[src/pkg/dzq_pkg.sv]
/*
 * Constants and types for the DDR3 termination / power-down / ZQ sequencer.
 * Assumes a 100 MHz system clock; the memory clock is made from it by a divider.
 */
package dzq_pkg;

   // =====================================================================
   // Clocking
   localparam int SYS_PERIOD_PS = 10000;
   localparam int CK_DIV = 2;
   localparam int CK_PERIOD_PS = SYS_PERIOD_PS * CK_DIV;
   localparam int RANKS = 2;
   localparam int CNT_W = 10;

   // =====================================================================
   // Latencies in memory clocks
   localparam int CWL_NCK = 5;
   localparam int AL_NCK = 0;
   localparam int WL_NCK = CWL_NCK + AL_NCK;
   localparam int ODTL_NCK = CWL_NCK + AL_NCK - 2;
   localparam logic [CNT_W-1:0] N_ANPD = CNT_W'(WL_NCK - 1);
   localparam logic [CNT_W-1:0] N_CPDED = CNT_W'(1);

   // =====================================================================
   // Times, and the clock counts derived from them (least times round up)
   localparam int T_RP_PS = 13750;
   localparam int T_RFC_PS = 260000;
   localparam int T_XS_PS = T_RFC_PS + 10000;
   localparam int T_XPDLL_PS = 24000;
   localparam int T_AONPD_MAX_PS = 8500;
   localparam logic [CNT_W-1:0] N_RP = CNT_W'((T_RP_PS + CK_PERIOD_PS - 1) / CK_PERIOD_PS);
   localparam logic [CNT_W-1:0] N_RFC = CNT_W'((T_RFC_PS + CK_PERIOD_PS - 1) / CK_PERIOD_PS);
   localparam logic [CNT_W-1:0] N_XS = CNT_W'((T_XS_PS + CK_PERIOD_PS - 1) / CK_PERIOD_PS);
   localparam logic [CNT_W-1:0] N_XPDLL = CNT_W'((T_XPDLL_PS + CK_PERIOD_PS - 1) / CK_PERIOD_PS);
   localparam logic [CNT_W-1:0] N_ZQINIT = CNT_W'(512);
   localparam logic [CNT_W-1:0] N_ZQOPER = CNT_W'(256);
   localparam logic [CNT_W-1:0] N_ZQCS = CNT_W'(64);

   // Termination settle figures: synchronous adds two clocks for tAON and half-clock skew
   localparam logic [CNT_W-1:0] N_SET_SYNC = CNT_W'(ODTL_NCK + 2);
   localparam logic [CNT_W-1:0] N_SET_ASYNC = CNT_W'((T_AONPD_MAX_PS + CK_PERIOD_PS - 1) / CK_PERIOD_PS);
   localparam logic [CNT_W-1:0] N_SET_UNC = (N_SET_SYNC > N_SET_ASYNC) ? N_SET_SYNC : N_SET_ASYNC;

   // =====================================================================
   // Pin encodings of {ras_n, cas_n, we_n}
   localparam logic [2:0] PIN_NOP = 3'h7;
   localparam logic [2:0] PIN_ZQ = 3'h6;
   localparam logic [2:0] PIN_PRE = 3'h2;
   localparam logic [2:0] PIN_REF = 3'h1;

   // =====================================================================
   // User commands and sequencer states
   typedef enum logic [2:0] {
      CMD_NOP, CMD_PD_ENTER, CMD_PD_EXIT, CMD_REFRESH,
      CMD_SR_ENTER, CMD_SR_EXIT, CMD_ZQCL, CMD_ZQCS
   } dzq_cmd_t;

   typedef enum logic [3:0] {
      ST_INIT, ST_IDLE, ST_ZQ_PRE, ST_ZQ_TRP, ST_ZQ_RUN,
      ST_PDE_LEAD, ST_PD, ST_PDX_LEAD, ST_SR
   } dzq_state_t;

endpackage

[src/verilog/dzq_ctrl.sv]
/*
 * Host-side sequencer for DDR3 termination around power-down and for ZQ
 * calibration. Drives CK, CKE, ODT and the command pins of two ranks.
 * Assumes the user only asks for power-down entry with all banks precharged
 * and that the memory clock is the system clock divided by two.
 */
`timescale 1ns/1ps
module dzq_ctrl (
   // Clock, reset, enable
   input wire logic i_sys_clk,
   input wire logic i_arst_n,
   input wire logic i_ce,
   // User requests
   input wire logic i_req_valid,
   input wire dzq_pkg::dzq_cmd_t i_req_cmd,
   input wire logic i_req_rank,
   output logic o_req_ready,
   // User termination control and mode
   input wire logic i_odt_req,
   input wire logic i_dll_frozen_pd,
   // User status
   output logic o_init_done,
   output logic o_zq_busy,
   output logic o_odt_uncertain,
   output logic o_odt_async,
   output logic o_rtt_settled,
   // Memory pins
   output logic o_ck,
   output logic o_ck_n,
   output logic o_dram_reset_n,
   output logic o_cke,
   output logic [dzq_pkg::RANKS-1:0] o_cs_n,
   output logic o_ras_n,
   output logic o_cas_n,
   output logic o_we_n,
   output logic o_a10,
   output logic o_odt
);

   // =====================================================================
   // Decoding shared by the ready term and the sequencer
   function automatic logic cmd_ok(input dzq_pkg::dzq_state_t st, input dzq_pkg::dzq_cmd_t cmd,
                                   input logic ref_b, input logic xs_b);
      logic ok;
      ok = 1'b0;
      case (st)
         dzq_pkg::ST_IDLE: begin
            case (cmd)
               dzq_pkg::CMD_NOP: ok = 1'b1;
               dzq_pkg::CMD_PD_ENTER: ok = 1'b1;
               dzq_pkg::CMD_REFRESH: ok = !ref_b;
               dzq_pkg::CMD_SR_ENTER: ok = !ref_b;
               dzq_pkg::CMD_ZQCL: ok = !ref_b && !xs_b;
               dzq_pkg::CMD_ZQCS: ok = !ref_b && !xs_b;
               default: ok = 1'b0;
            endcase
         end
         dzq_pkg::ST_PD: ok = (cmd == dzq_pkg::CMD_PD_EXIT) || (cmd == dzq_pkg::CMD_NOP);
         dzq_pkg::ST_SR: ok = (cmd == dzq_pkg::CMD_SR_EXIT) || (cmd == dzq_pkg::CMD_NOP);
         default: ok = 1'b0;
      endcase
      return ok;
   endfunction

   // =====================================================================
   // Memory clock divider; pins change as CK falls so the device samples mid-cycle
   logic ck_q;
   logic tick;

   always_ff @(posedge i_sys_clk or negedge i_arst_n) begin
      if (!i_arst_n) begin
         ck_q <= 1'b0;
      end else if (i_ce) begin
         ck_q <= ~ck_q;
      end
   end

   assign tick = i_ce && ck_q;
   assign o_ck = ck_q;
   assign o_ck_n = ~ck_q;

   always_ff @(posedge i_sys_clk or negedge i_arst_n) begin
      if (!i_arst_n) begin
         o_dram_reset_n <= 1'b0;
      end else if (i_ce) begin
         o_dram_reset_n <= 1'b1;
      end
   end

   // =====================================================================
   // Sequencer state and timers
   dzq_pkg::dzq_state_t state;
   logic take;
   logic zq_long;
   logic zq_rank;
   logic [dzq_pkg::RANKS-1:0] init_todo;
   logic [dzq_pkg::RANKS-1:0] zql_seen;
   logic [dzq_pkg::CNT_W-1:0] zq_len;
   logic wait_load;
   logic [dzq_pkg::CNT_W-1:0] wait_value;
   logic wait_busy;
   logic ref_load;
   logic ref_busy;
   logic xs_load;
   logic xs_busy;
   logic lead;
   logic odt_next;

   assign o_req_ready = tick && cmd_ok(state, i_req_cmd, ref_busy, xs_busy);
   assign take = i_req_valid && o_req_ready;

   dzq_cnt u_wait (
      .i_sys_clk(i_sys_clk),
      .i_arst_n(i_arst_n),
      .i_ce(i_ce),
      .i_tick(tick),
      .i_load(wait_load),
      .i_value(wait_value),
      .o_busy(wait_busy)
   );

   dzq_cnt u_rfc (
      .i_sys_clk(i_sys_clk),
      .i_arst_n(i_arst_n),
      .i_ce(i_ce),
      .i_tick(tick),
      .i_load(ref_load),
      .i_value(dzq_pkg::N_RFC),
      .o_busy(ref_busy)
   );

   dzq_cnt u_xs (
      .i_sys_clk(i_sys_clk),
      .i_arst_n(i_arst_n),
      .i_ce(i_ce),
      .i_tick(tick),
      .i_load(xs_load),
      .i_value(dzq_pkg::N_XS),
      .o_busy(xs_busy)
   );

   assign ref_load = take && (i_req_cmd == dzq_pkg::CMD_REFRESH);
   assign xs_load = take && (i_req_cmd == dzq_pkg::CMD_SR_EXIT);
   assign lead = (state == dzq_pkg::ST_PDE_LEAD) || (state == dzq_pkg::ST_PDX_LEAD);

   assign zq_len = !zq_long ? dzq_pkg::N_ZQCS : (zql_seen[zq_rank] ? dzq_pkg::N_ZQOPER : dzq_pkg::N_ZQINIT);

   always_comb begin
      wait_load = 1'b0;
      wait_value = dzq_pkg::N_RP;
      if (tick) begin
         case (state)
            dzq_pkg::ST_ZQ_PRE: begin
               wait_load = 1'b1;
               wait_value = dzq_pkg::N_RP;
            end
            dzq_pkg::ST_ZQ_TRP: begin
               wait_load = !wait_busy;
               wait_value = zq_len;
            end
            default: begin
               wait_load = take && ((i_req_cmd == dzq_pkg::CMD_PD_ENTER) || (i_req_cmd == dzq_pkg::CMD_PD_EXIT));
               wait_value = dzq_pkg::N_ANPD;
            end
         endcase
      end
   end

   // =====================================================================
   // Main sequence
   always_ff @(posedge i_sys_clk or negedge i_arst_n) begin
      if (!i_arst_n) begin
         state <= dzq_pkg::ST_INIT;
         zq_long <= 1'b0;
         zq_rank <= 1'b0;
      end else if (tick) begin
         case (state)
            dzq_pkg::ST_INIT: begin
               if (init_todo == '0) begin
                  state <= dzq_pkg::ST_IDLE;
               end else begin
                  zq_long <= 1'b1;
                  zq_rank <= !init_todo[0];
                  state <= dzq_pkg::ST_ZQ_PRE;
               end
            end
            dzq_pkg::ST_IDLE: begin
               if (take) begin
                  case (i_req_cmd)
                     dzq_pkg::CMD_PD_ENTER: state <= dzq_pkg::ST_PDE_LEAD;
                     dzq_pkg::CMD_SR_ENTER: state <= dzq_pkg::ST_SR;
                     dzq_pkg::CMD_ZQCL, dzq_pkg::CMD_ZQCS: begin
                        zq_long <= (i_req_cmd == dzq_pkg::CMD_ZQCL);
                        zq_rank <= i_req_rank;
                        state <= dzq_pkg::ST_ZQ_PRE;
                     end
                     default: state <= dzq_pkg::ST_IDLE;
                  endcase
               end
            end
            dzq_pkg::ST_ZQ_PRE: state <= dzq_pkg::ST_ZQ_TRP;
            dzq_pkg::ST_ZQ_TRP: begin
               if (!wait_busy) begin
                  state <= dzq_pkg::ST_ZQ_RUN;
               end
            end
            dzq_pkg::ST_ZQ_RUN: begin
               if (!wait_busy) begin
                  state <= (init_todo != '0) ? dzq_pkg::ST_INIT : dzq_pkg::ST_IDLE;
               end
            end
            dzq_pkg::ST_PDE_LEAD: begin
               if (!wait_busy) begin
                  state <= dzq_pkg::ST_PD;
               end
            end
            dzq_pkg::ST_PD: begin
               if (take && i_req_cmd == dzq_pkg::CMD_PD_EXIT) begin
                  state <= dzq_pkg::ST_PDX_LEAD;
               end
            end
            dzq_pkg::ST_PDX_LEAD: begin
               if (!wait_busy) begin
                  state <= dzq_pkg::ST_IDLE;
               end
            end
            dzq_pkg::ST_SR: begin
               if (take && i_req_cmd == dzq_pkg::CMD_SR_EXIT) begin
                  state <= dzq_pkg::ST_IDLE;
               end
            end
            default: state <= dzq_pkg::ST_IDLE;
         endcase
      end
   end

   // =====================================================================
   // Per-rank calibration bookkeeping
   genvar gr;
   generate
      for (gr = 0; gr < dzq_pkg::RANKS; gr++) begin : g_rank
         always_ff @(posedge i_sys_clk or negedge i_arst_n) begin
            if (!i_arst_n) begin
               zql_seen[gr] <= 1'b0;
               init_todo[gr] <= 1'b1;
            end else if (tick && state == dzq_pkg::ST_ZQ_RUN && !wait_busy && zq_rank == gr) begin
               zql_seen[gr] <= zql_seen[gr] | zq_long;
               init_todo[gr] <= 1'b0;
            end
         end
      end
   endgenerate

   // =====================================================================
   // Command pins
   always_ff @(posedge i_sys_clk or negedge i_arst_n) begin
      if (!i_arst_n) begin
         o_cs_n <= '1;
         {o_ras_n, o_cas_n, o_we_n} <= dzq_pkg::PIN_NOP;
         o_a10 <= 1'b0;
      end else if (tick) begin
         o_cs_n <= '1;
         {o_ras_n, o_cas_n, o_we_n} <= dzq_pkg::PIN_NOP;
         o_a10 <= 1'b0;
         if (state == dzq_pkg::ST_ZQ_PRE) begin
            o_cs_n[zq_rank] <= 1'b0;
            {o_ras_n, o_cas_n, o_we_n} <= dzq_pkg::PIN_PRE;
            o_a10 <= 1'b1;
         end else if (state == dzq_pkg::ST_ZQ_TRP && !wait_busy) begin
            o_cs_n[zq_rank] <= 1'b0;
            {o_ras_n, o_cas_n, o_we_n} <= dzq_pkg::PIN_ZQ;
            o_a10 <= zq_long;
         end else if (take && (i_req_cmd == dzq_pkg::CMD_REFRESH || i_req_cmd == dzq_pkg::CMD_SR_ENTER)) begin
            o_cs_n <= '0;
            {o_ras_n, o_cas_n, o_we_n} <= dzq_pkg::PIN_REF;
         end
      end
   end

   always_ff @(posedge i_sys_clk or negedge i_arst_n) begin
      if (!i_arst_n) begin
         o_cke <= 1'b0;
      end else if (tick) begin
         if (state == dzq_pkg::ST_INIT) begin
            o_cke <= 1'b1;
         end else if (state == dzq_pkg::ST_PDE_LEAD && !wait_busy) begin
            o_cke <= 1'b0;
         end else if (state == dzq_pkg::ST_PDX_LEAD && !wait_busy) begin
            o_cke <= 1'b1;
         end else if (take && i_req_cmd == dzq_pkg::CMD_SR_ENTER) begin
            o_cke <= 1'b0;
         end else if (take && i_req_cmd == dzq_pkg::CMD_SR_EXIT) begin
            o_cke <= 1'b1;
         end
      end
   end

   // =====================================================================
   // Termination pin and settle estimate
   logic [dzq_pkg::CNT_W-1:0] settle;
   logic zq_active;

   assign zq_active = (state == dzq_pkg::ST_INIT) || (state == dzq_pkg::ST_ZQ_PRE) ||
                      (state == dzq_pkg::ST_ZQ_TRP) || (state == dzq_pkg::ST_ZQ_RUN);
   assign odt_next = i_odt_req && !zq_active && (state != dzq_pkg::ST_SR);
   assign o_zq_busy = zq_active;
   assign o_init_done = (state != dzq_pkg::ST_INIT) && (init_todo == '0);

   always_ff @(posedge i_sys_clk or negedge i_arst_n) begin
      if (!i_arst_n) begin
         o_odt <= 1'b0;
      end else if (tick) begin
         o_odt <= odt_next;
      end
   end

   // Settle is a worst case; in the uncertain window both timings must be covered
   always_ff @(posedge i_sys_clk or negedge i_arst_n) begin
      if (!i_arst_n) begin
         settle <= '0;
      end else if (tick) begin
         if (odt_next != o_odt) begin
            if (o_odt_uncertain) begin
               settle <= dzq_pkg::N_SET_UNC;
            end else if (o_odt_async) begin
               settle <= dzq_pkg::N_SET_ASYNC;
            end else begin
               settle <= dzq_pkg::N_SET_SYNC;
            end
         end else if (settle != '0) begin
            settle <= settle - 1'b1;
         end
      end
   end

   assign o_rtt_settled = (settle == '0);

   // =====================================================================
   // Transition windows
   dzq_trans u_trans (
      .i_sys_clk(i_sys_clk),
      .i_arst_n(i_arst_n),
      .i_ce(i_ce),
      .i_tick(tick),
      .i_frozen(i_dll_frozen_pd),
      .i_lead(lead),
      .i_cke(o_cke),
      .i_ref_busy(ref_busy),
      .o_uncertain(o_odt_uncertain),
      .o_async(o_odt_async)
   );

endmodule

[src/verilog/dzq_cnt.sv]
/*
 * Memory-clock down counter: busy until i_value ticks after a load.
 * Assumes loads happen on a tick and i_value is at least one.
 */
`timescale 1ns/1ps
module dzq_cnt (
   // Clock and control
   input wire logic i_sys_clk,
   input wire logic i_arst_n,
   input wire logic i_ce,
   input wire logic i_tick,
   // Load
   input wire logic i_load,
   input wire logic [dzq_pkg::CNT_W-1:0] i_value,
   // Status
   output logic o_busy
);

   logic [dzq_pkg::CNT_W-1:0] count;

   // Loading value-1 lets the owner act on the tick that is i_value ticks later
   always_ff @(posedge i_sys_clk or negedge i_arst_n) begin
      if (!i_arst_n) begin
         count <= '0;
      end else if (i_ce) begin
         if (i_load) begin
            count <= i_value - 1'b1;
         end else if (i_tick && count != '0) begin
            count <= count - 1'b1;
         end
      end
   end

   // Load kept out of busy: owners derive the load from busy
   assign o_busy = (count != '0);

endmodule

[src/verilog/dzq_trans.sv]
/*
 * Tracks the power-down entry and exit windows in which termination may
 * answer either synchronously or asynchronously.
 * Assumes the owner raises i_lead for the WL-1 clocks before it moves CKE.
 */
`timescale 1ns/1ps
module dzq_trans (
   // Clock and control
   input wire logic i_sys_clk,
   input wire logic i_arst_n,
   input wire logic i_ce,
   input wire logic i_tick,
   // Sequencer view
   input wire logic i_frozen,
   input wire logic i_lead,
   input wire logic i_cke,
   input wire logic i_ref_busy,
   // Status
   output logic o_uncertain,
   output logic o_async
);

   logic cke_q;
   logic ref_hold;
   logic [dzq_pkg::CNT_W-1:0] tail;

   always_ff @(posedge i_sys_clk or negedge i_arst_n) begin
      if (!i_arst_n) begin
         cke_q <= 1'b0;
      end else if (i_ce) begin
         cke_q <= i_cke;
      end
   end

   // =====================================================================
   // Window tail after the CKE edge
   // tail to tCPDED on entry, to tXPDLL on exit
   always_ff @(posedge i_sys_clk or negedge i_arst_n) begin
      if (!i_arst_n) begin
         tail <= '0;
      end else if (i_ce) begin
         if (cke_q && !i_cke) begin
            tail <= dzq_pkg::N_CPDED;
         end else if (!cke_q && i_cke) begin
            tail <= dzq_pkg::N_XPDLL;
         end else if (i_tick && tail != '0) begin
            tail <= tail - 1'b1;
         end
      end
   end

   always_ff @(posedge i_sys_clk or negedge i_arst_n) begin
      if (!i_arst_n) begin
         ref_hold <= 1'b0;
      end else if (i_ce) begin
         if (cke_q && !i_cke) begin
            ref_hold <= i_ref_busy;
         end else if (!i_ref_busy) begin
            ref_hold <= 1'b0;
         end
      end
   end

   assign o_uncertain = i_frozen && (i_lead || cke_q != i_cke || tail != '0 || ref_hold);
   assign o_async = i_frozen && !i_cke && !o_uncertain;

endmodule

[config.mk]
export PLATFORM = sky130hd
export DESIGN_NAME = dzq_ctrl
export DESIGN_NICKNAME = d
export VERILOG_FILES = /design/src/pkg/dzq_pkg.sv /design/src/verilog/dzq_ctrl.sv /design/src/verilog/dzq_cnt.sv /design/src/verilog/dzq_trans.sv
export SDC_FILE = /design/constraint.sdc
export NUM_CORES = 1
export LEC_CHECK = 0
export ABC_AREA = 1
export BUFFER_PORTS_ARGS = -buffer_cell sky130_fd_sc_hd__buf_2
export CORE_ASPECT_RATIO = 0.8
export CORE_MARGIN = 4
export CORE_UTILIZATION = 25
export CTS_BUF_LIST = sky130_fd_sc_hd__clkbuf_4 sky130_fd_sc_hd__clkbuf_8 sky130_fd_sc_hd__clkbuf_16
export CTS_CLUSTER_SIZE = 8
export DETAILED_ROUTE_END_ITERATION = 10
export PLACE_DENSITY_LB_ADDON = 0.3
export SLEW_MARGIN = 20
export SYNTH_ARGS = -nofsm -noshare
export SYNTH_HDL_FRONTEND = slang
export SYNTH_SLANG_ARGS = --single-unit
export TNS_END_PERCENT = 1
[constraint.sdc]
create_clock -name i_sys_clk -period 2.45 [get_ports i_sys_clk]
set_input_delay 0.49 -clock i_sys_clk [delete_from_list [all_inputs] [get_ports i_sys_clk]]
set_output_delay 0.49 -clock i_sys_clk [all_outputs]
set_load 0.005 [all_outputs]
==> out/results.ini, run 1 <==
[pwr]
clkPwrFrac_pct = 22.5
swShare_pct = 40.0
powerDensity_nw_per_um2 = 1120
power.switching_mw = 2.52
total_leakage_power_nw = 2.73
p_int_mw = 3.78
fin_total_pwr_mw = 6.29
pwr-share-comb_pct = 44.8
ir_drop_mv = 0.445
seqPwrFrac_pct = 32.7

[final_layout]
layout_commonest_cell = nand2_1
finish.instance_area_um2 = 5630
area_growth_pct = 35.2
layout_common_cells = nand2_1 (89), inv_1 (75), dfrtp_1 (65)
drive_above_1_share_pct = 29.7
nets = 661
antennaDiodeCount = 0

[setup_path]
cp-start-kind = register
critPathRequiredTime_ns = 2.67
arrival_ns = 2.83
crit_family = simple AND/OR/NAND/NOR gates
critPathMaxStageDelay_ns = 0.39
regToRegEndpoint = u_wait.count[7]$_DFFE_PN0P_
cpMaxStageDelayCell = dfrtp_1
worstPathMaxFanout = 7
worstSetupPathType = reg2reg
reg2reg_from = u_rfc.count[1]$_DFFE_PN0P_
rrSetupSlack_ns = -0.16
worstSetupEndpointType = register
crit_chain = inv_2 -> ha_4 -> inv_2 -> nor3_4 -> nand2_2 -> nor2_4 -> nand2_1 -> nand2_1 -> nand2_1 -> nand2_1 -> nand4_1 -> nand2_2 -> nand2_4 -> buf_12 -> nand2_2 -> nand3_2 -> nor3_2 -> nand2_1 -> nand2_1 -> nand2_1
crit_top_cell = nand2_1
path_buf_inv = 3
r2r_cells = 20

[logic_synthesis]
synth_top_area_cell = dfrtp_1
syn_nets = 565
synthesis.area_um2 = 4160
yosysSeqAreaShare_pct = 43.5
synth_edf_count = 0
avgSynthCellArea_um2 = 7.62
ys_seq_elements = 72
ys_types = 51
yosys_warnings = 0
synth_flop_cell = dfrtp_1
netlist_top_cells_area = dfrtp_1 (39%), nand2_1 (8.9%), inv_1 (7.5%), nor2_1 (6.5%), o21ai_0 (5.7%)
async_reset_ff_share_pct = 100
syn_inst = 546
synth_top_area_share_pct = 39.1

[run_status]
status = finished with violations
violations = setup timing

[global_routing]
antenna_found_initial = 0
grt_max_degree = 27
overflow = 0
grtUsageTotal_pct = 11.9
grt_pass1_wl_mm = 18.4
grt_pass1_vias = 3681

[timing]
slew_headroom_pct = 54.8
fin_crit_sh_pct = 106
setup_violations = 8
fmax_ghz = 0.383
final_hold_viol_count = 0
fin_crit_ns = 2.61
report.final.slew_viol_count = 0
rsz0062_at_grt = true
worst_slack_ns = -0.159
final.setup.tns_ns = -0.961
tightestPinTransition_ns = 0.678
final.setup_skew_ns = 0.00518
timing.hold.ws_ns = 0.194

[place]
placed_cell_area_um2 = 4980
gp_congestion = 0.918
post-dp-hpwl_mm = 8.12
numPortBuffers = 26

[floorplan]
start_util_pct = 25.9
num_rows = 41
die_w_um = 152
io_pins = 27
die_h_um = 123
core_area_um2 = 16100
dieArea_um2 = 18800

[drt]
vias = 3851
routed_via_density = 4.47
wl_per_cell_um = 12.6
wirelength_mm = 10.9
drt.antenna.violating_nets = 0
drt_iter0_markers = 208
drtPass1Iterations = 5
drcViolationCount = 0

[clocking]
ctsRootBufferMaster = clkbuf_16
clkSlewWorstSetupHoldPaths_ns = 0.06
clock-sinks = 72
clk_latency_ns = 0.33
cts_tree = built
cts_buffer_depth = 2
cts_htree_levels = 3
cts_buffers = 9

[hold_path]
hold_path.class = in2async

[job]
cap_violations = 0

power groups by stage:
stage	clock, mW	sequential, mW	combinational (mW)
2_1_floorplan	0	1.95	1.59
3_3_place_gp	0	2.02	2.41
3_5_place_dp	0	2.03	2.44
4_1_cts	1.45	2.03	2.52
5_1_grt	1.50	2.13	3.20
6_report	1.42	2.06	2.82
how the worst max path moves through the flow:
stage	start	to	slack (ns)	depth (start not counted)
5_1_grt	u_rfc.count[1]$_DFFE_PN0P_	u_wait.count[9]$_DFFE_PN0P_	-0.37	21
6_report	u_rfc.count[1]$_DFFE_PN0P_	u_wait.count[7]$_DFFE_PN0P_	-0.16	20
3_3_place_gp	i_req_cmd[2]	u_wait.count[6]$_DFFE_PN0P_	-0.05	20
2_1_floorplan	u_rfc.count[0]$_DFFE_PN0P_	u_wait.count[6]$_DFFE_PN0P_	0.03	23
4_1_cts	u_trans.tail[0]$_DFFE_PN0P_	o_odt_async	-0.09	9
3_5_place_dp	u_rfc.count[0]$_DFFE_PN0P_	u_wait.count[6]$_DFFE_PN0P_	-0.09	21
routing by layer:
layer  vias to the layer above  global-route usage [%]  wire length [um]
met5                         -                       0                 0
met4                         0                    2.75               133
met3                        14                    2.90               511
met2                        86                    17.5              4700
met1                      1782                    17.5              5520
li1                       1969                       -                 -
kinds of logic (layout without fill, tap and decap cells):
kind of cell	Yosys count	count (layout)	share of synthesized area, %
AND/OR/NAND/NOR	265	265	30.4
buffers and inverters	95	196	8.78
adder cells (fa/ha/maj)	9	9	2.71
XOR/XNOR	9	9	1.89
AO/OA/AOI/OAI	96	96	12.7
flip-flops	72	72	43.5
area by class of cell:
| cell class | instances | area, um2 |
|---|---|---|
| Clock inverter | 4 | 70.1 |
| Fill cell | 1645 | 10400 |
| Sequential cell | 72 | 1810 |
| Clock buffer | 12 | 248 |
| Tap cell | 215 | 269 |
| Timing Repair Buffer | 89 | 662 |
| Multi-Input combinational cell | 379 | 2230 |
| Inverter | 91 | 342 |
state kept, by name (all words and copies together), names as in the netlist, 2 cells and up:
signal	cells
settle	10
u_rfc.count	10
u_trans.tail	10
u_wait.count	10
u_xs.count	10
state	4
init_todo	2
o_cs_n	2
zql_seen	2
worst register-to-register path, cell delays in order (launching register included):
cell and delay (ns):
dfrtp_1 0.39, inv_2 0.09, ha_4 0.14, inv_2 0.04, nor3_4 0.19, nand2_2 0.10
nor2_4 0.15, nand2_1 0.07, nand2_1 0.07, nand2_1 0.08, nand2_1 0.09, nand4_1 0.11
nand2_2 0.15, nand2_4 0.09, buf_12 0.16, nand2_2 0.10, nand3_2 0.12, nor3_2 0.21
nand2_1 0.07, nand2_1 0.06, nand2_1 0.04
timing repair:
item                       4_1_cts  5_1_grt
buffers inserted                 2        6
gates cloned                     0        1
pin swaps                        2       18
resized for setup               11       57
hold buffers                     0        0
setup endpoints to repair       10       36
through the flow:
stage	std cells	util, %	setup WS (ns)
5_1_grt	862	35.1	-0.366
4_1_cts	855	33.3	-0.0874
2_1_floorplan	546	-	0.0323
6_report	862	35.1	-0.159
3_3_place_gp	837	31.0	-0.0515
3_5_place_dp	837	31.0	-0.0915
cells in the mapped netlist (8+ instances only):
library cell,instances
a21oi_1,27
dfrtp_1,65
ha_1,9
inv_1,83
nand2_1,99
nand2_2,10
nand3_1,25
nand4_1,8
nor2_1,72
nor3_1,15
o21ai_0,47
Note: power is estimated with default switching activity, not from simulation.
==> run 2: changes to the inputs <==
--- a/config.mk
+++ b/config.mk
@@ -6,10 +6,11 @@
 export NUM_CORES = 1
 export LEC_CHECK = 0
 export ABC_AREA = 1
+export ABC_CLOCK_PERIOD_IN_PS = 2450
 export BUFFER_PORTS_ARGS = -buffer_cell sky130_fd_sc_hd__buf_2
 export CORE_ASPECT_RATIO = 0.8
 export CORE_MARGIN = 4
-export CORE_UTILIZATION = 25
+export CORE_UTILIZATION = 55
 export CTS_BUF_LIST = sky130_fd_sc_hd__clkbuf_4 sky130_fd_sc_hd__clkbuf_8 sky130_fd_sc_hd__clkbuf_16
 export CTS_CLUSTER_SIZE = 8
 export DETAILED_ROUTE_END_ITERATION = 10
==> out/results.ini, run 2 (synthesis gave the netlist of run 1 again) <==
[run_status]
status = finished with violations
violations = setup timing

[pwr]
total_leakage_power_nw = 2.52
powerDensity_nw_per_um2 = 1100
ir_drop_mv = 0.653

[drt]
drt.antenna.violating_nets = 0
drtPass1Iterations = 5
wl_per_cell_um = 13.6
drt_iter0_markers = 267
routed_via_density = 5.33
drcViolationCount = 0
vias = 3883
wirelength_mm = 9.88

[setup_path]
worstPathMaxFanout = 8
cp-start-kind = register
worstSetupPathType = reg2reg
critPathMaxStageDelay_ns = 0.40
worstSetupEndpointType = register
cpMaxStageDelayCell = dfrtp_1
critPathRequiredTime_ns = 2.69
crit_chain = inv_2 -> ha_4 -> inv_2 -> nor3_2 -> nand2_1 -> nor2_2 -> nand2_1 -> nand2_1 -> nand2_2 -> nand2_2 -> nand4_1 -> nand2_2 -> nand2_4 -> buf_4 -> nand2_2 -> nand3_1 -> nor2_2 -> nand3_1 -> nand3_1 -> nand2_1
arrival_ns = 2.86

[clocking]
hold_buffers = 0
cts_tree = built
cts_buffer_depth = 2
cts_htree_levels = 3
ctsRootBufferMaster = clkbuf_8
cts_buffers = 9
clkSlewWorstSetupHoldPaths_ns = 0.08
clock-sinks = 72
clk_latency_ns = 0.35

[place]
post-dp-hpwl_mm = 6.84
numPortBuffers = 26
placed_cell_area_um2 = 4650
gp_congestion = 0.924

[floorplan]
dieArea_um2 = 9030
io_pins = 27
die_h_um = 85.8
die_w_um = 105
start_util_pct = 56.3
core_area_um2 = 7390
num_rows = 28

[final_layout]
final.fill_count = 581
layout_commonest_cell = nand2_1
antennaDiodeCount = 0
nets = 637
fin_util_pct = 69.2
finish.instance_area_um2 = 5110
area_growth_pct = 22.9
drive_above_1_share_pct = 25.5
layout_common_cells = nand2_1 (90), inv_1 (78), dfrtp_1 (65)

[timing]
worst_slack_ns = -0.171
fin_crit_ns = 2.62
tightestPinTransition_ns = 0.394
fin_crit_sh_pct = 107
final.setup_skew_ns = 0.00805
setup_violations = 9
rsz0062_at_grt = true
fmax_ghz = 0.382
slew_headroom_pct = 73.5
final_hold_viol_count = 0
report.final.slew_viol_count = 0

[global_routing]
overflow = 0
antenna_found_initial = 0
grt_max_degree = 73
grt_pass1_wl_mm = 16.4
grtUsageTotal_pct = 22.0
grt_pass1_vias = 3604

[hold_path]
hold_path.class = in2async

[job]
cap_violations = 0

[run 2: cell types whose count changed in the layout (fill, tap and decap cells not counted), moves of 3 or more]
cell | before | now
clkbuf_8 | 0 | 9
nor2_4 | 8 | 4
clkbuf_4 | 3 | 0
o21ai_0 | 41 | 44
buf_4 | 58 | 37
clkbuf_16 | 10 | 0
inv_1 | 75 | 78
inv_6 | 0 | 3
inv_2 | 14 | 10
[run 2: area by class of cell]
type	count	area (um2)	share of cell area, %
Clock buffer	9	124	2.42
Tap cell	105	131	2.57
Clock inverter	7	77.6	1.52
Sequential cell	72	1810	35.4
Timing Repair Buffer	65	439	8.59
Multi-Input combinational cell	379	2190	42.8
Inverter	91	344	6.73
[run 2: power breakdown]
part	switching, mW	internal (mW)
clock network	0.486	0.481
logic	1.57	1.03
registers	0.396	1.65
total	2.45	3.16
[run 2: metal layers]
layer | part of all wire, % | routed length [um] | global-route usage, % | vias to the layer above
met5 | 0 | 0 | 0 | -
met4 | 2.0 | 196 | 6.91 | 0
met3 | 6.5 | 645 | 4.14 | 20
met2 | 45 | 4420 | 34.3 | 128
met1 | 47 | 4610 | 31.4 | 1811
li1 | - | - | - | 1924
[run 2: per-stage QoR]
stage | power (mW) | TNS (ns) | hold slack (ns) | setup WS, ns | std cells
after floorplan | 3.55 | 0 | 0.194 | 0.0323 | 546
after global placement | 4.15 | 0 | 0.439 | 0.0254 | 704
after detailed placement | 4.25 | -0.451 | 0.455 | -0.111 | 704
after CTS | 5.30 | -0.316 | 0.158 | -0.0788 | 722
after global routing | 6.07 | -3.76 | 0.169 | -0.349 | 728
final | 5.61 | -0.854 | 0.148 | -0.171 | 728
[run 2: timing repair]
action | CTS | global route
setup endpoints to repair | 8 | 35
setup buffers | 2 | 6
pin swaps | 2 | 13
gates resized for setup | 11 | 42
[run 2: worst max-delay path, delay by kind of cell, from the launching register on]
| kind | cells | cell delay, ns |
|---|---|---|
| flip-flops | 1 | 0.40 |
| AND/OR/NAND/NOR | 16 | 1.66 |
| buffers and inverters | 3 | 0.31 |
| adder cells (fa/ha/maj) | 1 | 0.14 |
[run 2: path summary, 6_finish.rpt]
path                                          endpoint  slack [ns]  cells after the start                        from
setup / recovery           u_wait.count[9]$_DFFE_PN0P_       -0.17                     20  u_rfc.count[1]$_DFFE_PN0P_
setup reg to reg           u_wait.count[9]$_DFFE_PN0P_       -0.17                     20  u_rfc.count[1]$_DFFE_PN0P_
max in group asynchronous           o_we_n$_DFFE_PN1P_        1.96                      2                    i_arst_n
hold reg to reg                  o_cs_n[1]$_DFFE_PN1P_        0.47                      2       o_cs_n[1]$_DFFE_PN1P_
min in group i_sys_clk       u_trans.cke_q$_DFFE_PN0P_        0.43                      2                        i_ce
hold / removal             u_trans.tail[3]$_DFFE_PN0P_        0.15                      2                    i_arst_n
